[config.mk]
export PLATFORM = sky130hd
export DESIGN_NAME = cmc_mode_ctrl
export DESIGN_NICKNAME = d
export VERILOG_FILES = /design/src/logic/cmc_pkg.sv /design/src/logic/cmc_idle_det.sv /design/src/logic/cmc_mode_ctrl.sv /design/src/logic/cmc_rx_filter.sv
export VERILOG_INCLUDE_DIRS = /design/src /design/src/logic
export SDC_FILE = /design/constraint.sdc
export NUM_CORES = 1
export LEC_CHECK = 0
export BUFFER_PORTS_ARGS = -buffer_cell sky130_fd_sc_hd__buf_2
export CORE_MARGIN = 5
export CORE_UTILIZATION = 40
export CTS_BUF_LIST = sky130_fd_sc_hd__clkbuf_2
export DETAILED_ROUTE_END_ITERATION = 10
export HOLD_SLACK_MARGIN = 0.1
export SETUP_SLACK_MARGIN = 0.3
export SYNTH_ARGS = -nofsm -noshare
export SYNTH_HDL_FRONTEND = slang
export SYNTH_SLANG_ARGS = --single-unit
[constraint.sdc]
create_clock -name clock_in -period 4.2 [get_ports clock_in]
set_input_delay 0.21 -clock clock_in [delete_from_list [all_inputs] [get_ports clock_in]]
set_output_delay 0.21 -clock clock_in [all_outputs]
set_load 0.05 [all_outputs]
[src/logic/cmc_cfg.svh]
// Offsets, field positions, reset values and timing counts of the mode block.
`ifndef CMC_CFG_SVH
`define CMC_CFG_SVH
`define CMC_OFS_CTRL1   4'h0
`define CMC_OFS_CFG2    4'h4
`define CMC_OFS_BITDIV  4'h8
`define CMC_OFS_STATUS  4'hC
`define CMC_B_SIDL      13
`define CMC_B_ABORT     12
`define CMC_F_REQ_HI    10
`define CMC_F_REQ_LO    8
`define CMC_F_STA_HI    7
`define CMC_F_STA_LO    5
`define CMC_B_CAP       3
`define CMC_B_WIN       0
`define CMC_B_WAKFLT    14
`define CMC_CTRL1_RST   16'h0480
`define CMC_BITDIV_RST  16'h007D
`define CMC_IDLE_BITS   11
`define CMC_OVL_MAX     2
`define CMC_FILT_TAPS   4
`endif

[src/logic/cmc_pkg.sv]
// Types shared by the mode block and its helpers.
package cmc_pkg;
   typedef enum logic [2:0] {
      CMC_NORMAL  = 3'h0,
      CMC_DISABLE = 3'h1,
      CMC_LOOP    = 3'h2,
      CMC_LISTEN  = 3'h3,
      CMC_CONFIG  = 3'h4,
      CMC_RSV5    = 3'h5,
      CMC_RSV6    = 3'h6,
      CMC_LSNALL  = 3'h7
   } cmc_mode_e;
endpackage

[src/logic/cmc_idle_det.sv]
// Bus idle detector: counts consecutive recessive bits.
`timescale 1ns/100ps
`include "cmc_cfg.svh"
module cmc_idle_det #(
   parameter int IDLE_BITS = `CMC_IDLE_BITS
) (
   input  wire logic clock_in,    // module clock
   input  wire logic rst_n_in,    // async reset, active low
   input  wire logic bit_tick_in, // one pulse per bit time
   input  wire logic rx_in,       // synchronised bus level
   input  wire logic restart_in,  // forget idle history
   output logic      idle_out     // idle seen
);
   import cmc_pkg::*;
   localparam logic [4:0] LIMIT = 5'(IDLE_BITS);
   logic [4:0] cnt_r, cnt_nxt;

   always_comb begin
      cnt_nxt = cnt_r;
      if (restart_in)
         cnt_nxt = 5'h00;
      else if (bit_tick_in && !rx_in)
         cnt_nxt = 5'h00;
      else if (bit_tick_in && cnt_r != LIMIT)
         cnt_nxt = cnt_r + 5'h01;
   end

   always_ff @(posedge clock_in or negedge rst_n_in) begin
      if (!rst_n_in)
         cnt_r <= 5'h00;
      else
         cnt_r <= cnt_nxt;
   end

   assign idle_out = (cnt_r == LIMIT);
endmodule

[src/logic/cmc_mode_ctrl.sv]
// CAN operating-mode controller with Avalon-MM register slave.
//
// Overview of operation
// - Request at 10:8, entered mode at 7:5.
// - Leave normal, loopback or listen modes only after 11 recessive bits; config and disable need no idle bus.
// - Request codes: normal..config, listen-all; 101/110 reserved.
// - Config mode: no traffic, clear error counters.
// - cfg2, bit divider and SIDL writable only in config.
// - Config entry waits for running transmission.
// - Disable: no traffic, wake flag, counters held.
// - Disable waits idle bus unless entered from config; pins released.
// - Wake low-pass filter while sleeping, cfg2 bit 14.
// - Early disable aborts pending transmission.
// - Normal mode: engine on, pins are CAN.
// - Listen-only: passive, no transmit pin, counters off.
// - Listen-all: ignore errors, keep partial messages.
// - Loopback: internal tx to rx, pins released.
// - At most 2 consecutive overload frames.
// - Matching remote frame answered automatically.
`timescale 1ns/100ps
`include "cmc_cfg.svh"
module cmc_mode_ctrl #(
   parameter int IDLE_BITS = `CMC_IDLE_BITS,
   parameter int FILT_TAPS = `CMC_FILT_TAPS
) (
   input  wire logic        clock_in,          // 125 MHz module clock
   input  wire logic        rst_n_in,          // async reset, active low
   input  wire logic [3:0]  avs_address_in,    // byte address
   input  wire logic        avs_read_in,       // read request
   input  wire logic        avs_write_in,      // write request
   input  wire logic [31:0] avs_writedata_in,  // write data
   input  wire logic [3:0]  avs_byteenable_in, // byte lanes
   output logic [31:0]      avs_readdata_out,  // read data
   output logic             avs_waitrequest_out, // stall
   input  wire logic        can_rx_line_in,    // receive pin
   output logic             can_tx_line_out,   // transmit pin level
   output logic             can_tx_oe_out,     // transmit pin driven
   output logic             can_rx_own_out,    // rx pin owned by CAN
   input  wire logic        eng_tx_in,         // engine transmit bit
   output logic             eng_rx_out,        // engine receive bit
   output logic             bit_tick_out,      // bit-rate enable
   input  wire logic        tx_busy_in,        // frame being sent
   input  wire logic        tx_pending_in,     // a buffer requests tx
   input  wire logic        abort_done_in,     // all aborted
   input  wire logic        rx_done_in,        // message received
   input  wire logic        rtr_match_in,      // matching remote frame
   input  wire logic        ovl_req_in,        // engine wants overload
   input  wire logic        frame_start_in,    // start of frame seen
   input  wire logic        sleep_in,          // sleep state
   input  wire logic        cpu_idle_in,       // processor idle state
   output cmc_pkg::cmc_mode_e mode_status_out, // entered mode
   output logic             engine_en_out,     // protocol engine on
   output logic             tx_en_out,         // may start frames
   output logic             rx_en_out,         // may receive
   output logic             ack_err_en_out,    // may drive ack/errors
   output logic             err_clear_out,     // clear error counters
   output logic             err_hold_out,      // freeze error counters
   output logic             keep_partial_out,  // listen-all capture
   output logic             abort_all_out,     // abort every buffer
   output logic             tx_cancel_out,     // set aborted, drop req
   output logic             capture_out,       // timestamp pulse
   output logic             window_sel_out,    // 1 filters, 0 buffers
   output logic             halt_out,          // module halted
   output logic             ovl_grant_out,     // overload allowed
   output logic             auto_reply_out     // send data reply
);
   import cmc_pkg::*;

   // ----------------------------------------------------------------
   // Register state
   // ----------------------------------------------------------------
   logic        sidl_r, sidl_nxt, abort_r, abort_nxt;
   logic [2:0]  req_r, req_nxt;
   cmc_mode_e   sta_r, sta_nxt;
   logic        cap_en_r, cap_en_nxt, win_r, win_nxt;
   logic        wakflt_r, wakflt_nxt, wake_r, wake_nxt;
   logic [15:0] div_r, div_nxt, dcnt_r, dcnt_nxt;
   logic        tick_r, tick_nxt;
   logic        wait_r, wait_nxt;
   logic [31:0] rd_r, rd_nxt;
   logic        hold_r, hold_nxt, restart;
   logic [1:0]  ovl_r, ovl_nxt;
   logic        rx_prev_r;
   logic        rx_sync, rx_wake, idle;
   logic        acc, do_wr, is_cfg;
   logic [15:0] wmask, ctrl1_v, cfg2_v, status_v;

   cmc_rx_filter #(.TAPS(FILT_TAPS)) u_filt (
      .clock_in    (clock_in),
      .rst_n_in    (rst_n_in),
      .rx_pin_in   (can_rx_line_in),
      .filt_en_in  (sleep_in && wakflt_r),
      .rx_sync_out (rx_sync),
      .rx_out      (rx_wake)
   );

   cmc_idle_det #(.IDLE_BITS(IDLE_BITS)) u_idle (
      .clock_in    (clock_in),
      .rst_n_in    (rst_n_in),
      .bit_tick_in (tick_r),
      .rx_in       (rx_sync),
      .restart_in  (restart),
      .idle_out    (idle)
   );

   // ----------------------------------------------------------------
   // Register views
   // ----------------------------------------------------------------
   always_comb begin
      ctrl1_v = 16'h0000;
      ctrl1_v[`CMC_B_SIDL]  = sidl_r;
      ctrl1_v[`CMC_B_ABORT] = abort_r;
      ctrl1_v[`CMC_F_REQ_HI:`CMC_F_REQ_LO] = req_r;
      ctrl1_v[`CMC_F_STA_HI:`CMC_F_STA_LO] = sta_r;
      ctrl1_v[`CMC_B_CAP]   = cap_en_r;
      ctrl1_v[`CMC_B_WIN]   = win_r;
      cfg2_v = 16'h0000;
      cfg2_v[`CMC_B_WAKFLT] = wakflt_r;
      status_v = {12'h000, sleep_in && wakflt_r, wake_r, hold_r, idle};
      wmask = {{8{avs_byteenable_in[1]}}, {8{avs_byteenable_in[0]}}};
   end

   // ----------------------------------------------------------------
   // Bus slave, registers and mode sequencing
   // ----------------------------------------------------------------
   always_comb begin
      sidl_nxt   = sidl_r;
      abort_nxt  = abort_r;
      req_nxt    = req_r;
      sta_nxt    = sta_r;
      cap_en_nxt = cap_en_r;
      win_nxt    = win_r;
      wakflt_nxt = wakflt_r;
      wake_nxt   = wake_r;
      div_nxt    = div_r;
      hold_nxt   = hold_r;
      rd_nxt     = rd_r;
      restart    = 1'b0;
      is_cfg     = (sta_r == CMC_CONFIG);
      // A request is answered one cycle after it is first seen.
      wait_nxt   = 1'b1;
      do_wr      = 1'b0;
      if ((avs_read_in || avs_write_in) && wait_r) begin
         wait_nxt = 1'b0;
         rd_nxt   = 32'h0000_0000;
         if (avs_address_in == `CMC_OFS_CTRL1)
            rd_nxt = {16'h0000, ctrl1_v};
         else if (avs_address_in == `CMC_OFS_CFG2)
            rd_nxt = {16'h0000, cfg2_v};
         else if (avs_address_in == `CMC_OFS_BITDIV)
            rd_nxt = {16'h0000, div_r};
         else if (avs_address_in == `CMC_OFS_STATUS)
            rd_nxt = {16'h0000, status_v};
      end
      do_wr = avs_write_in && !wait_r;
      // Abort-all clears itself; a new write in the same cycle wins.
      if (abort_done_in)
         abort_nxt = 1'b0;
      if (do_wr && avs_address_in == `CMC_OFS_CTRL1) begin
         // The mode request must stay writable or config is a trap.
         req_nxt = (req_r & ~wmask[10:8]) |
                   (avs_writedata_in[10:8] & wmask[10:8]);
         if (wmask[0])
            win_nxt = avs_writedata_in[`CMC_B_WIN];
         if (wmask[0])
            cap_en_nxt = avs_writedata_in[`CMC_B_CAP];
         if (wmask[8] && is_cfg)
            sidl_nxt = avs_writedata_in[`CMC_B_SIDL];
         if (wmask[8] && avs_writedata_in[`CMC_B_ABORT])
            abort_nxt = 1'b1;
      end else if (do_wr && avs_address_in == `CMC_OFS_CFG2) begin
         if (wmask[8] && is_cfg)
            wakflt_nxt = avs_writedata_in[`CMC_B_WAKFLT];
      end else if (do_wr && avs_address_in == `CMC_OFS_BITDIV) begin
         if (is_cfg)
            div_nxt = (div_r & ~wmask) |
                      (avs_writedata_in[15:0] & wmask);
      end else if (do_wr && avs_address_in == `CMC_OFS_STATUS) begin
         if (wmask[0] && avs_writedata_in[2])
            wake_nxt = 1'b0;
      end
      // Bus activity in disable mode wakes; set wins over clear.
      if (sta_r == CMC_DISABLE && rx_prev_r && !rx_wake)
         wake_nxt = 1'b1;
      // Leaving an off-line mode needs no idle bus.
      acc = (sta_r == CMC_CONFIG || sta_r == CMC_DISABLE) ? 1'b1 : idle;
      if (req_r == CMC_CONFIG && tx_busy_in)
         acc = 1'b0;
      if (req_r != sta_r && req_r != CMC_RSV5 && req_r != CMC_RSV6 &&
          acc) begin
         sta_nxt = cmc_mode_e'(req_r);
         if (req_r == CMC_NORMAL || req_r == CMC_LOOP) begin
            restart  = 1'b1;
            hold_nxt = 1'b1;
         end
      end
      if (hold_r && idle)
         hold_nxt = 1'b0;
      if (hold_r && req_r == CMC_DISABLE)
         hold_nxt = 1'b0;
   end

   // ----------------------------------------------------------------
   // Bit-rate divider and overload limit
   // ----------------------------------------------------------------
   always_comb begin
      tick_nxt = 1'b0;
      dcnt_nxt = dcnt_r + 16'h0001;
      if (dcnt_r >= div_r - 16'h0001) begin
         dcnt_nxt = 16'h0000;
         tick_nxt = 1'b1;
      end
      ovl_nxt = ovl_r;
      if (frame_start_in)
         ovl_nxt = 2'h0;
      else if (ovl_req_in && ovl_r < 2'(`CMC_OVL_MAX))
         ovl_nxt = ovl_r + 2'h1;
   end

   always_ff @(posedge clock_in or negedge rst_n_in) begin
      if (!rst_n_in) begin
         sidl_r    <= 1'b0;
         abort_r   <= 1'b0;
         req_r     <= CMC_CONFIG;
         sta_r     <= CMC_CONFIG;
         cap_en_r  <= 1'b0;
         win_r     <= 1'b0;
         wakflt_r  <= 1'b0;
         wake_r    <= 1'b0;
         div_r     <= `CMC_BITDIV_RST;
         dcnt_r    <= 16'h0000;
         tick_r    <= 1'b0;
         wait_r    <= 1'b1;
         rd_r      <= 32'h0000_0000;
         hold_r    <= 1'b0;
         ovl_r     <= 2'h0;
         rx_prev_r <= 1'b1;
      end else begin
         sidl_r    <= sidl_nxt;
         abort_r   <= abort_nxt;
         req_r     <= req_nxt;
         sta_r     <= sta_nxt;
         cap_en_r  <= cap_en_nxt;
         win_r     <= win_nxt;
         wakflt_r  <= wakflt_nxt;
         wake_r    <= wake_nxt;
         div_r     <= div_nxt;
         dcnt_r    <= dcnt_nxt;
         tick_r    <= tick_nxt;
         wait_r    <= wait_nxt;
         rd_r      <= rd_nxt;
         hold_r    <= hold_nxt;
         ovl_r     <= ovl_nxt;
         rx_prev_r <= rx_wake;
      end
   end

   // ----------------------------------------------------------------
   // Registered outputs: mode-dependent ones plus capture, halt and overload grant
   // ----------------------------------------------------------------
   logic tx_mode, on_line;
   logic o_txl, o_txoe, o_rxown, o_erx, o_eng, o_tx, o_rx, o_ack;
   logic o_clr, o_hold, o_part, o_can, o_cap, o_halt, o_ovl, o_rep;
   logic r_txl, r_txoe, r_rxown, r_erx, r_eng, r_tx, r_rx, r_ack;
   logic r_clr, r_hold, r_part, r_can, r_cap, r_halt, r_ovl, r_rep;

   always_comb begin
      tx_mode = (sta_r == CMC_NORMAL || sta_r == CMC_LOOP);
      on_line = tx_mode || sta_r == CMC_LISTEN || sta_r == CMC_LSNALL;
      o_eng   = on_line;
      o_tx    = tx_mode && !hold_r;
      o_rx    = on_line;
      o_ack   = sta_r == CMC_NORMAL || sta_r == CMC_LOOP;
      o_clr   = sta_r == CMC_CONFIG;
      o_hold  = sta_r == CMC_DISABLE || sta_r == CMC_LISTEN ||
                sta_r == CMC_LSNALL;
      o_part  = sta_r == CMC_LSNALL;
      o_txoe  = sta_r == CMC_NORMAL || sta_r == CMC_LSNALL;
      o_txl   = o_txoe ? eng_tx_in : 1'b1;
      o_rxown = o_txoe || sta_r == CMC_LISTEN;
      o_erx   = (sta_r == CMC_LOOP) ? eng_tx_in : rx_sync;
      o_can   = hold_r && tx_pending_in && req_r == CMC_DISABLE;
      o_cap   = rx_done_in && cap_en_r;
      o_halt  = sidl_r && cpu_idle_in;
      o_ovl   = ovl_req_in && !frame_start_in &&
                ovl_r < 2'(`CMC_OVL_MAX);
      o_rep   = rtr_match_in && tx_mode;
   end

   always_ff @(posedge clock_in or negedge rst_n_in) begin
      if (!rst_n_in) begin
         {r_txl, r_txoe, r_rxown, r_erx} <= 4'h9;
         {r_eng, r_tx, r_rx, r_ack}      <= 4'h0;
         {r_clr, r_hold, r_part, r_can}  <= 4'h8;
         {r_cap, r_halt, r_ovl, r_rep}   <= 4'h0;
      end else begin
         {r_txl, r_txoe, r_rxown, r_erx} <= {o_txl, o_txoe, o_rxown, o_erx};
         {r_eng, r_tx, r_rx, r_ack}      <= {o_eng, o_tx, o_rx, o_ack};
         {r_clr, r_hold, r_part, r_can}  <= {o_clr, o_hold, o_part, o_can};
         {r_cap, r_halt, r_ovl, r_rep}   <= {o_cap, o_halt, o_ovl, o_rep};
      end
   end

   assign avs_readdata_out    = rd_r;
   assign avs_waitrequest_out = wait_r;
   assign bit_tick_out        = tick_r;
   assign mode_status_out     = sta_r;
   assign abort_all_out       = abort_r;
   assign window_sel_out      = win_r;
   assign can_tx_line_out     = r_txl;
   assign can_tx_oe_out       = r_txoe;
   assign can_rx_own_out      = r_rxown;
   assign eng_rx_out          = r_erx;
   assign engine_en_out       = r_eng;
   assign tx_en_out           = r_tx;
   assign rx_en_out           = r_rx;
   assign ack_err_en_out      = r_ack;
   assign err_clear_out       = r_clr;
   assign err_hold_out        = r_hold;
   assign keep_partial_out    = r_part;
   assign tx_cancel_out       = r_can;
   assign capture_out         = r_cap;
   assign halt_out            = r_halt;
   assign ovl_grant_out       = r_ovl;
   assign auto_reply_out      = r_rep;
endmodule

[src/logic/cmc_rx_filter.sv]
// Receive pin synchroniser with switchable low-pass filter.
`timescale 1ns/100ps
`include "cmc_cfg.svh"
module cmc_rx_filter #(
   parameter int TAPS = `CMC_FILT_TAPS
) (
   input  wire logic clock_in,     // module clock
   input  wire logic rst_n_in,     // async reset, active low
   input  wire logic rx_pin_in,    // raw receive pin
   input  wire logic filt_en_in,   // filter active
   output logic      rx_sync_out,  // synchronised level
   output logic      rx_out        // filtered or plain level
);
   import cmc_pkg::*;
   logic            meta_r, sync_r, filt_r, filt_nxt;
   logic [TAPS-1:0] taps_r, taps_nxt;

   always_comb begin
      taps_nxt = {taps_r[TAPS-2:0], sync_r};
      filt_nxt = filt_r;
      // While filt_en_in is set, glitches shorter than the tap window never reach the wake logic.
      if (&taps_r)
         filt_nxt = 1'b1;
      else if (~|taps_r)
         filt_nxt = 1'b0;
   end

   always_ff @(posedge clock_in or negedge rst_n_in) begin
      if (!rst_n_in) begin
         meta_r <= 1'b1;
         sync_r <= 1'b1;
         taps_r <= '1;
         filt_r <= 1'b1;
      end else begin
         meta_r <= rx_pin_in;
         sync_r <= meta_r;
         taps_r <= taps_nxt;
         filt_r <= filt_nxt;
      end
   end

   assign rx_sync_out = sync_r;
   assign rx_out      = filt_en_in ? filt_r : sync_r;
endmodule

==> results.yml, run 1 <==
timing:
  hold_viol: 0
  rsz0062_at_grt: "false"
  fin_crit_sh: 0.837
  setup_viol: 0
  clock_skew_ns: 0.0286
  report.final.slew_viol_count: 0
  max_freq_mhz: 285
  max_slew_margin: 0.245
  worst_pin_slew_ns: 1.13
  period_minus_slack_ns: 3.51
  setup_tns_ns: 0
clocking:
  insertion_delay_ns: 0.56
  clk_root_buffer_cell: "clkbuf_2"
  cts_sinks: 93
  numCtsBuffers: 9
  clk_pin_slew_ns: 0.26
  post-cts-setup-buffers: 0
  cts.path.max_buffers: 2
  cts_tree: "yes"
  htreeDepth: 3
worst_setup_path:
  arrival_ns: 3.94
  path_max_fanout: 12
  worstSetupEndpointType: "flop"
  required_ns: 4.62
  crit_path_start_kind: "flop"
  critPathKind: "flop to flop"
logic_synthesis:
  synth_enable_flop_cells: 0
  synth_ff_type: "dfrtp_1"
  synth_warnings: 0
  netlist_instances: 437
  yosys_register_bits: 93
  syn_area_per_cell_sq_um: 10.8
  synth_area_sq_mm: 0.00473
  ys_types: 59
  synth_seq_area_share: 0.497
  async_flop_share: 1.00
floorplanning:
  rows: 39
  ios: 110
  start_util: 0.411
  core_area_sq_mm: 0.0115
  die-area_sq_mm: 0.0141
  die_w_um: 119
  die_h_um: 119
min_path:
  holdCritPathClass: "primary input to async pin"
placement:
  hpwl_um: 7850
  portBuffers: 75
  gp_congestion: 0.805
drt:
  viasPerCell: 5.16
  drc: 0
  routedWlPerCell_um: 16.1
  initialDrtViolationCount: 213
  wirelength_um: 11200
  ant_nets: 0
  vias: 3594
  firstDrtPassIters: 5
power_and_ir_drop:
  power_density_mw_per_mm2: 383
  finalPower_mw: 2.20
  p_leak_nw: 2.76
  peakVddDrop_mv: 0.144
cells_and_area:
  diodes: 0
  multiInputGateArea_sq_mm: 0.00221
  area_delta_synth_final_pct: 21.3
  fill_cells: 1053
  mostFrequentLayoutCells: "buf_2, dfrtp_1, nand2_1"
  regArea_sq_mm: 0.00235
  final_common_cell: "buf_2"
  drive_above_1_share: 0.280
  layout.nets: 623
  post-route-util: 0.498
global_routing:
  antenna_found_initial: 0
  first_global_vias: 3632
  grt_overflow_total: 0
  grt_max_degree: 53
  grt_first_pass_wirelength_um: 18800
  grt_util_all_layers: 0.163
outcome:
  status: "complete, no violations"
flow_run:
  cap_violations: 0
==> kinds of logic (layout without fill, tap and decap cells) <==
| logic type | after synthesis | count (layout) | synth area share |
|---|---|---|---|
| xor+xnor | 35 | 35 | 0.0648 |
| mux | 28 | 28 | 0.0659 |
| other cells | 1 | 16 | 0.000793 |
| simple gates | 155 | 155 | 0.185 |
| buf+inv | 43 | 145 | 0.0489 |
| fa+ha+maj | 19 | 19 | 0.0503 |
| compound gates | 63 | 63 | 0.0868 |
| flops | 93 | 93 | 0.497 |
==> path summary, 6_finish.rpt <==
path,endpoint,slack (ns),depth (start not counted),from
min,u_idle.cnt_r[3]$_DFFE_PN0P_,0.18,2,rst_n_in
max in group asynchronous,avs_waitrequest_out$_DFF_PN1_,3.00,3,rst_n_in
min in group clock_in,avs_readdata_out[3]$_DFFE_PN0P_,0.18,5,avs_address_in[1]
max reg2reg,dcnt_r[13]$_DFF_PN0_,0.69,10,flop
max,dcnt_r[13]$_DFF_PN0_,0.69,10,flop
min reg2reg,u_filt.rx_sync_out$_DFF_PN1_,0.38,0,u_filt.meta_r$_DFF_PN1_
==> cells in the mapped netlist (12+ instances only) <==
master	number	share of area
ha_1	19	0.050
a21oi_1	12	0.013
dfrtp_1	73	0.39
nor4_1	21	0.028
dfstp_2	20	0.11
nand2_1	42	0.033
mux2_2	25	0.060
xnor2_1	15	0.028
nor3_1	15	0.016
clkbuf_1	13	0.010
xor2_1	20	0.037
nor2_1	14	0.011
o21ai_0	23	0.024
buf_4	17	0.027
==> power by group <==
part           internal (mW)  leakage (nW)  switching (mW)
Clock                  0.200        0.0839           0.306
Combinational          0.174          1.49           0.442
Sequential             0.985          1.18          0.0887
==> final cells by class <==
| cell class | instances | area share |
|---|---|---|
| timing repair buffer | 122 | 0.145 |
| tap | 143 | 0.0312 |
| inverter | 7 | 0.00458 |
| multi-input combinational | 316 | 0.385 |
| clock inverter | 6 | 0.0150 |
| sequential | 93 | 0.410 |
| clock buffer | 10 | 0.00872 |
==> through the flow <==
| stage | setup WS, ns | std cells | hold WS, ns | instance area, sq um |
|---|---|---|---|---|
| floorplan | 0.956 | 452 | -0.0856 | 4790 |
| global placement | 0.805 | 640 | 0.287 | 5190 |
| detailed placement | 0.739 | 640 | 0.287 | 5190 |
| CTS | 0.669 | 697 | 0.128 | 5740 |
| global route | 0.349 | 697 | 0.177 | 5740 |
| finish | 0.686 | 697 | 0.180 | 5740 |
==> routing by layer <==
| metal | part of all wire | up-vias | global-route usage |
|---|---|---|---|
| met4 | 0.018 | 0 | 0.0630 |
| met5 | 0 | - | 0 |
| met3 | 0.037 | 13 | 0.0267 |
| met2 | 0.49 | 75 | 0.269 |
| met1 | 0.45 | 1731 | 0.217 |
| li1 | - | 1775 | - |
==> critical path, cell delays in order, from the launching register on <==
cell     delay, ns
dfrtp_1       0.49
or4_1         0.59
nor4_1        0.26
nor3b_1       0.27
xnor2_1       0.10
ha_1          0.31
and4_1        0.23
nand2_1       0.09
o41ai_2       0.67
buf_4         0.31
nor4_1        0.07
==> what timing repair did <==
item | 4_1_cts | 5_1_grt
hold buffers | 41 | 0
setup endpoints to repair | 0 | 0
gates resized for setup | 0 | 0
hold endpoints to repair | 94 | 0
Note: power is estimated with default switching activity, not from simulation.
==> inputs of run 2 (changes only) <==
- clock period: 4.2 -> 3.3 ns (I/O delays scaled with it)
==> run 2 against run 1 <==
Effect of this change: clock power is 13% higher; via count up 5.7%; non-clock buffer count grew 15; first-iteration DRC count increased by 7.0%; final area rose by 3.6%; die area stayed put; power increased by 25%; fmax rose by 22%; critical path depth unchanged; combinational power increased by 30%; cell count increased by 2.3%; sequential share of layout area fell by 1.4 points; highest routed layer unchanged.
==> results.yml, run 2 (same netlist as run 1, synthesis figures left out) <==
placement:
  place_area_sq_mm: 0.00526
  gp_congestion: 0.841
  portBuffers: 75
  hpwl_um: 8090
floorplanning:
  start_util: 0.411
  die_w_um: 119
  rows: 39
  die-area_sq_mm: 0.0141
  ios: 110
  core_area_sq_mm: 0.0115
  die_h_um: 119
worst_setup_path:
  arrival_ns: 3.31
  required_ns: 3.73
  worstPathCellList: "or4_4, nor4_4, nor3b_4, xnor2_1, ha_1, and4_4, nand2_4, o41ai_4, buf_4, nor4_1"
  path_max_fanout: 7
  worstSetupEndpointType: "flop"
  cp_top_family: "simple AND/OR/NAND/NOR gates"
  crit_path_start_kind: "flop"
  critPathBufInv: 1
  critPathKind: "flop to flop"
  cpPeakStageDelay_ns: 0.55
  cp_slowest_cell: "or4_4"
global_routing:
  grt_first_pass_wirelength_um: 18900
  grt_overflow_total: 0
  grt_util_all_layers: 0.164
  antenna_found_initial: 1
  grt_max_degree: 71
  first_global_vias: 3777
cells_and_area:
  mostFrequentLayoutCells: "buf_2, dfrtp_1, dlygate4sd3_1"
  drive_above_1_share: 0.316
  final_common_cell: "buf_2"
  post-route-util: 0.517
  fin_area_sq_mm: 0.00595
  layout.nets: 638
  area_delta_synth_final_pct: 25.8
flow_run:
  cap_violations: 0
drt:
  drc: 0
  routedWlPerCell_um: 16.1
  viasPerCell: 5.33
  wirelength_um: 11500
  ant_nets: 0
  firstDrtPassIters: 4
  initialDrtViolationCount: 228
  vias: 3798
timing:
  hold_viol: 0
  rsz0062_at_grt: "true"
  setup_tns_ns: 0
  fin_hold_ws_ns: 0.220
  worst_pin_slew_ns: 0.892
  report.final.slew_viol_count: 0
  clock_skew_ns: 0.0263
  max_slew_margin: 0.401
  fin_crit_sh: 0.872
  max_freq_mhz: 347
  period_minus_slack_ns: 2.88
  setup_viol: 0
power_and_ir_drop:
  p_leak_nw: 2.90
  power_density_mw_per_mm2: 460
  finalPower_mw: 2.73
  peakVddDrop_mv: 0.263
clocking:
  clk_root_buffer_cell: "clkbuf_2"
  cts_tree: "yes"
  insertion_delay_ns: 0.56
  clk_pin_slew_ns: 0.26
  numCtsBuffers: 9
  htreeDepth: 3
  cts_sinks: 93
  cts.path.max_buffers: 2
outcome:
  status: "complete, no violations"
min_path:
  holdCritPathClass: "primary input to async pin"
## run 2: area by class of cell
cell class                      instances  area (sq um)
Fill cell                            1070          5570
Sequential cell                        93          2350
Multi-Input combinational cell        316          2320
Timing Repair Buffer                  137           957
Tap cell                              143           179
Clock inverter                          5          60.1
Clock buffer                           11          55.1
Inverter                                7          26.3
Antenna cell                            1          2.50
## run 2: repair_timing
| item | in CTS | in global routing |
|---|---|---|
| pin swaps | 3 | 1 |
| endpoints found under the hold margin | 109 | 0 |
| endpoints found under the setup margin | 17 | 16 |
| hold buffers | 44 | 0 |
| buffers inserted | 3 | 2 |
| resized for setup | 8 | 8 |
## run 2: report_power, final
part | total, mW | switching [mW] | internal, mW
registers | 1.36 | 0.109 | 1.25
clock network | 0.572 | 0.388 | 0.184
logic | 0.800 | 0.570 | 0.230
total | 2.73 | 1.07 | 1.67
## run 2: path summary, 6_finish.rpt
path                                             from                     endpoint  slack, ns  depth (start not counted)
setup / recovery                                 flop          dcnt_r[5]$_DFF_PN0_       0.42                         10
hold / removal                               rst_n_in  u_idle.cnt_r[3]$_DFFE_PN0P_       0.22                          2
setup reg to reg                                 flop          dcnt_r[5]$_DFF_PN0_       0.42                         10
hold reg to reg            u_filt.taps_r[1]$_DFF_PN1_   u_filt.taps_r[2]$_DFF_PN1_       0.38                          0
max in group asynchronous                    rst_n_in    u_filt.filt_r$_DFFE_PN1P_       2.28                          3
min in group clock_in                  can_rx_line_in      u_filt.meta_r$_DFF_PN1_       0.22                          2
## run 2: per-stage QoR
| step | setup WS, ns | instances |
|---|---|---|
| final | 0.421 | 713 |
| after global routing | 0.285 | 713 |
| after CTS | 0.322 | 710 |
| after detailed placement | 0.138 | 647 |
| after global placement | 0.240 | 647 |
| after floorplan | 0.318 | 452 |
## run 2: metal layers
metal / GRT usage / part of all wire / vias to the layer above
li1: - / - / 1798
met4: 0.0587 / 0.023 / 0
met5: 0 / 0 / -
met3: 0.0325 / 0.051 / 20
met2: 0.276 / 0.49 / 108
met1: 0.212 / 0.43 / 1872
==> inputs of run 3 (changes only) <==
- CORE_MARGIN: 5 -> unset
- RECOVER_POWER: unset -> 100
==> run 3 against run 2 <==
Effect of this change: sequential power barely moved; combinational power is 3.6% lower; register-to-register slack worse by 0.05 ns; routed wire length down 2.2%; critical path type unchanged; largest cell class unchanged.
==> results.yml, run 3 (same netlist as run 1, synthesis figures left out) <==
min_path:
  holdCritPathClass: "primary input to flop"
  hold_depth: 2
  min-delay-start: "can_rx_line_in"
  min_to: "u_filt.meta_r$_DFF_PN1_"
cells_and_area:
  regArea_sq_mm: 0.00235
  diodes: 0
  area_delta_synth_final_pct: 25.2
  layout.nets: 645
  final_common_cell: "dfrtp_1"
  drive_above_1_share: 0.201
  mostFrequentLayoutCells: "dfrtp_1, dlygate4sd3_1, clkbuf_1"
  multiInputGateArea_sq_mm: 0.00228
  post-route-util: 0.517
  fill_cells: 1067
power_and_ir_drop:
  switching_power_mw: 1.10
  p_leak_nw: 2.76
  switching_share: 0.400
  seqPwrFrac: 0.496
  combPwrFrac: 0.281
  clkPwrFrac: 0.222
  power_density_mw_per_mm2: 463
  p_int_mw: 1.64
  peakVddDrop_mv: 0.487
clocking:
  insertion_delay_ns: 0.58
  cts.path.max_buffers: 2
  cts_sinks: 93
  cts_tree: "yes"
  clk_root_buffer_cell: "clkbuf_2"
  htreeDepth: 3
  clk_pin_slew_ns: 0.27
  numCtsBuffers: 9
timing:
  worst_pin_slew_ns: 1.26
  max_slew_margin: 0.162
  report.final.slew_viol_count: 0
  max_freq_mhz: 341
  setup_tns_ns: 0
  fin_crit_sh: 0.888
  hold_viol: 0
  period_minus_slack_ns: 2.93
  setup_viol: 0
  rsz0062_at_grt: "true"
  clock_skew_ns: 0.0371
placement:
  hpwl_um: 7630
  gp_congestion: 0.822
  portBuffers: 75
worst_setup_path:
  reg2reg_depth: 5
  worstSetupEndpointType: "flop"
  required_ns: 3.78
  crit_path_start_kind: "flop"
  critPathKind: "flop to flop"
  r2r_slack_ns: 0.37
  reg2reg_from: "mode_status_out[2]$_DFFE_PN1P_"
  arrival_ns: 3.42
  path_max_fanout: 13
global_routing:
  grt_util_all_layers: 0.192
  grt_max_degree: 32
  grt_first_pass_wirelength_um: 18900
  antenna_found_initial: 0
  first_global_vias: 3801
  grt_overflow_total: 0
drt:
  initialDrtViolationCount: 131
  ant_nets: 0
  firstDrtPassIters: 5
  viasPerCell: 5.21
  drc: 0
  wirelength_um: 11200
  routedWlPerCell_um: 15.6
  vias: 3746
floorplanning:
  ios: 110
  rows: 39
  die-area_sq_mm: 0.0123
  die_w_um: 111
  core_area_sq_mm: 0.0115
  start_util: 0.412
  die_h_um: 111
outcome:
  status: "complete, no violations"
flow_run:
  cap_violations: 0
-- run 3: layer usage --
metal  track usage  part of all wire  vias to the layer above
met5             0                 0                        -
met4        0.0427            0.0054                        0
met3        0.0459             0.050                        4
met2         0.319              0.49                       94
met1         0.255              0.46                     1838
li1              -                 -                     1810
-- run 3: how the worst max path moves through the flow --
stage | startpoint | end | slack (ns) | cells after the start
after floorplan | flop | dcnt_r[10]$_DFF_PN0_ | 0.32 | 10
after global placement | flop | dcnt_r[14]$_DFF_PN0_ | 0.24 | 10
after detailed placement | flop | dcnt_r[4]$_DFF_PN0_ | 0.19 | 10
after CTS | flop | bit_tick_out$_DFF_PN0_ | 0.31 | 10
after global routing | rst_n_in | avs_readdata_out[13]$_DFFE_PN0P_ | 0.17 | 4
final | mode_status_out[2]$_DFFE_PN1P_ | flop | 0.37 | 5
-- run 3: area by class of cell --
| class | count | area share |
|---|---|---|
| timing repair buffer | 144 | 0.163 |
| sequential | 93 | 0.397 |
| multi-input combinational | 316 | 0.384 |
| inverter | 7 | 0.00444 |
| clock buffer | 9 | 0.00760 |
| clock inverter | 7 | 0.0135 |
| tap | 143 | 0.0302 |
-- run 3: through the flow --
step	cells	power [mW]	setup WS (ns)	instance area, sq um	hold WS, ns
after global routing	719	2.89	0.172	5920	0.162
after global placement	646	2.11	0.242	5260	0.199
after floorplan	452	1.95	0.318	4800	-0.131
after detailed placement	646	2.13	0.188	5260	0.212
after CTS	718	2.79	0.306	5960	0.184
final	719	2.74	0.369	5920	0.205
-- run 3: worst max-delay path: stages, from the launching register on --
cell,delay (ns)
dfstp_1,0.89
nor3b_1,0.24
clkbuf_1,0.29
nand4_1,0.47
mux2_2,0.42
dlygate4sd3_1,0.55
-- run 3: power by group through the flow --
stage / Combinational (mW) / Clock, mW / Sequential (mW)
floorplan: 0.363 / 0 / 1.59
global placement: 0.736 / 0 / 1.38
detailed placement: 0.752 / 0 / 1.38
CTS: 0.802 / 0.628 / 1.36
global route: 0.831 / 0.675 / 1.38
finish: 0.771 / 0.610 / 1.36
-- run 3: what timing repair did --
item / CTS / global route
buffers inserted: 3 / 1
hold buffers: 53 / 0
pin swaps: 1 / 3
endpoints found under the setup margin: 17 / 17
endpoints found under the hold margin: 116 / 0
gates resized for setup: 3 / 11
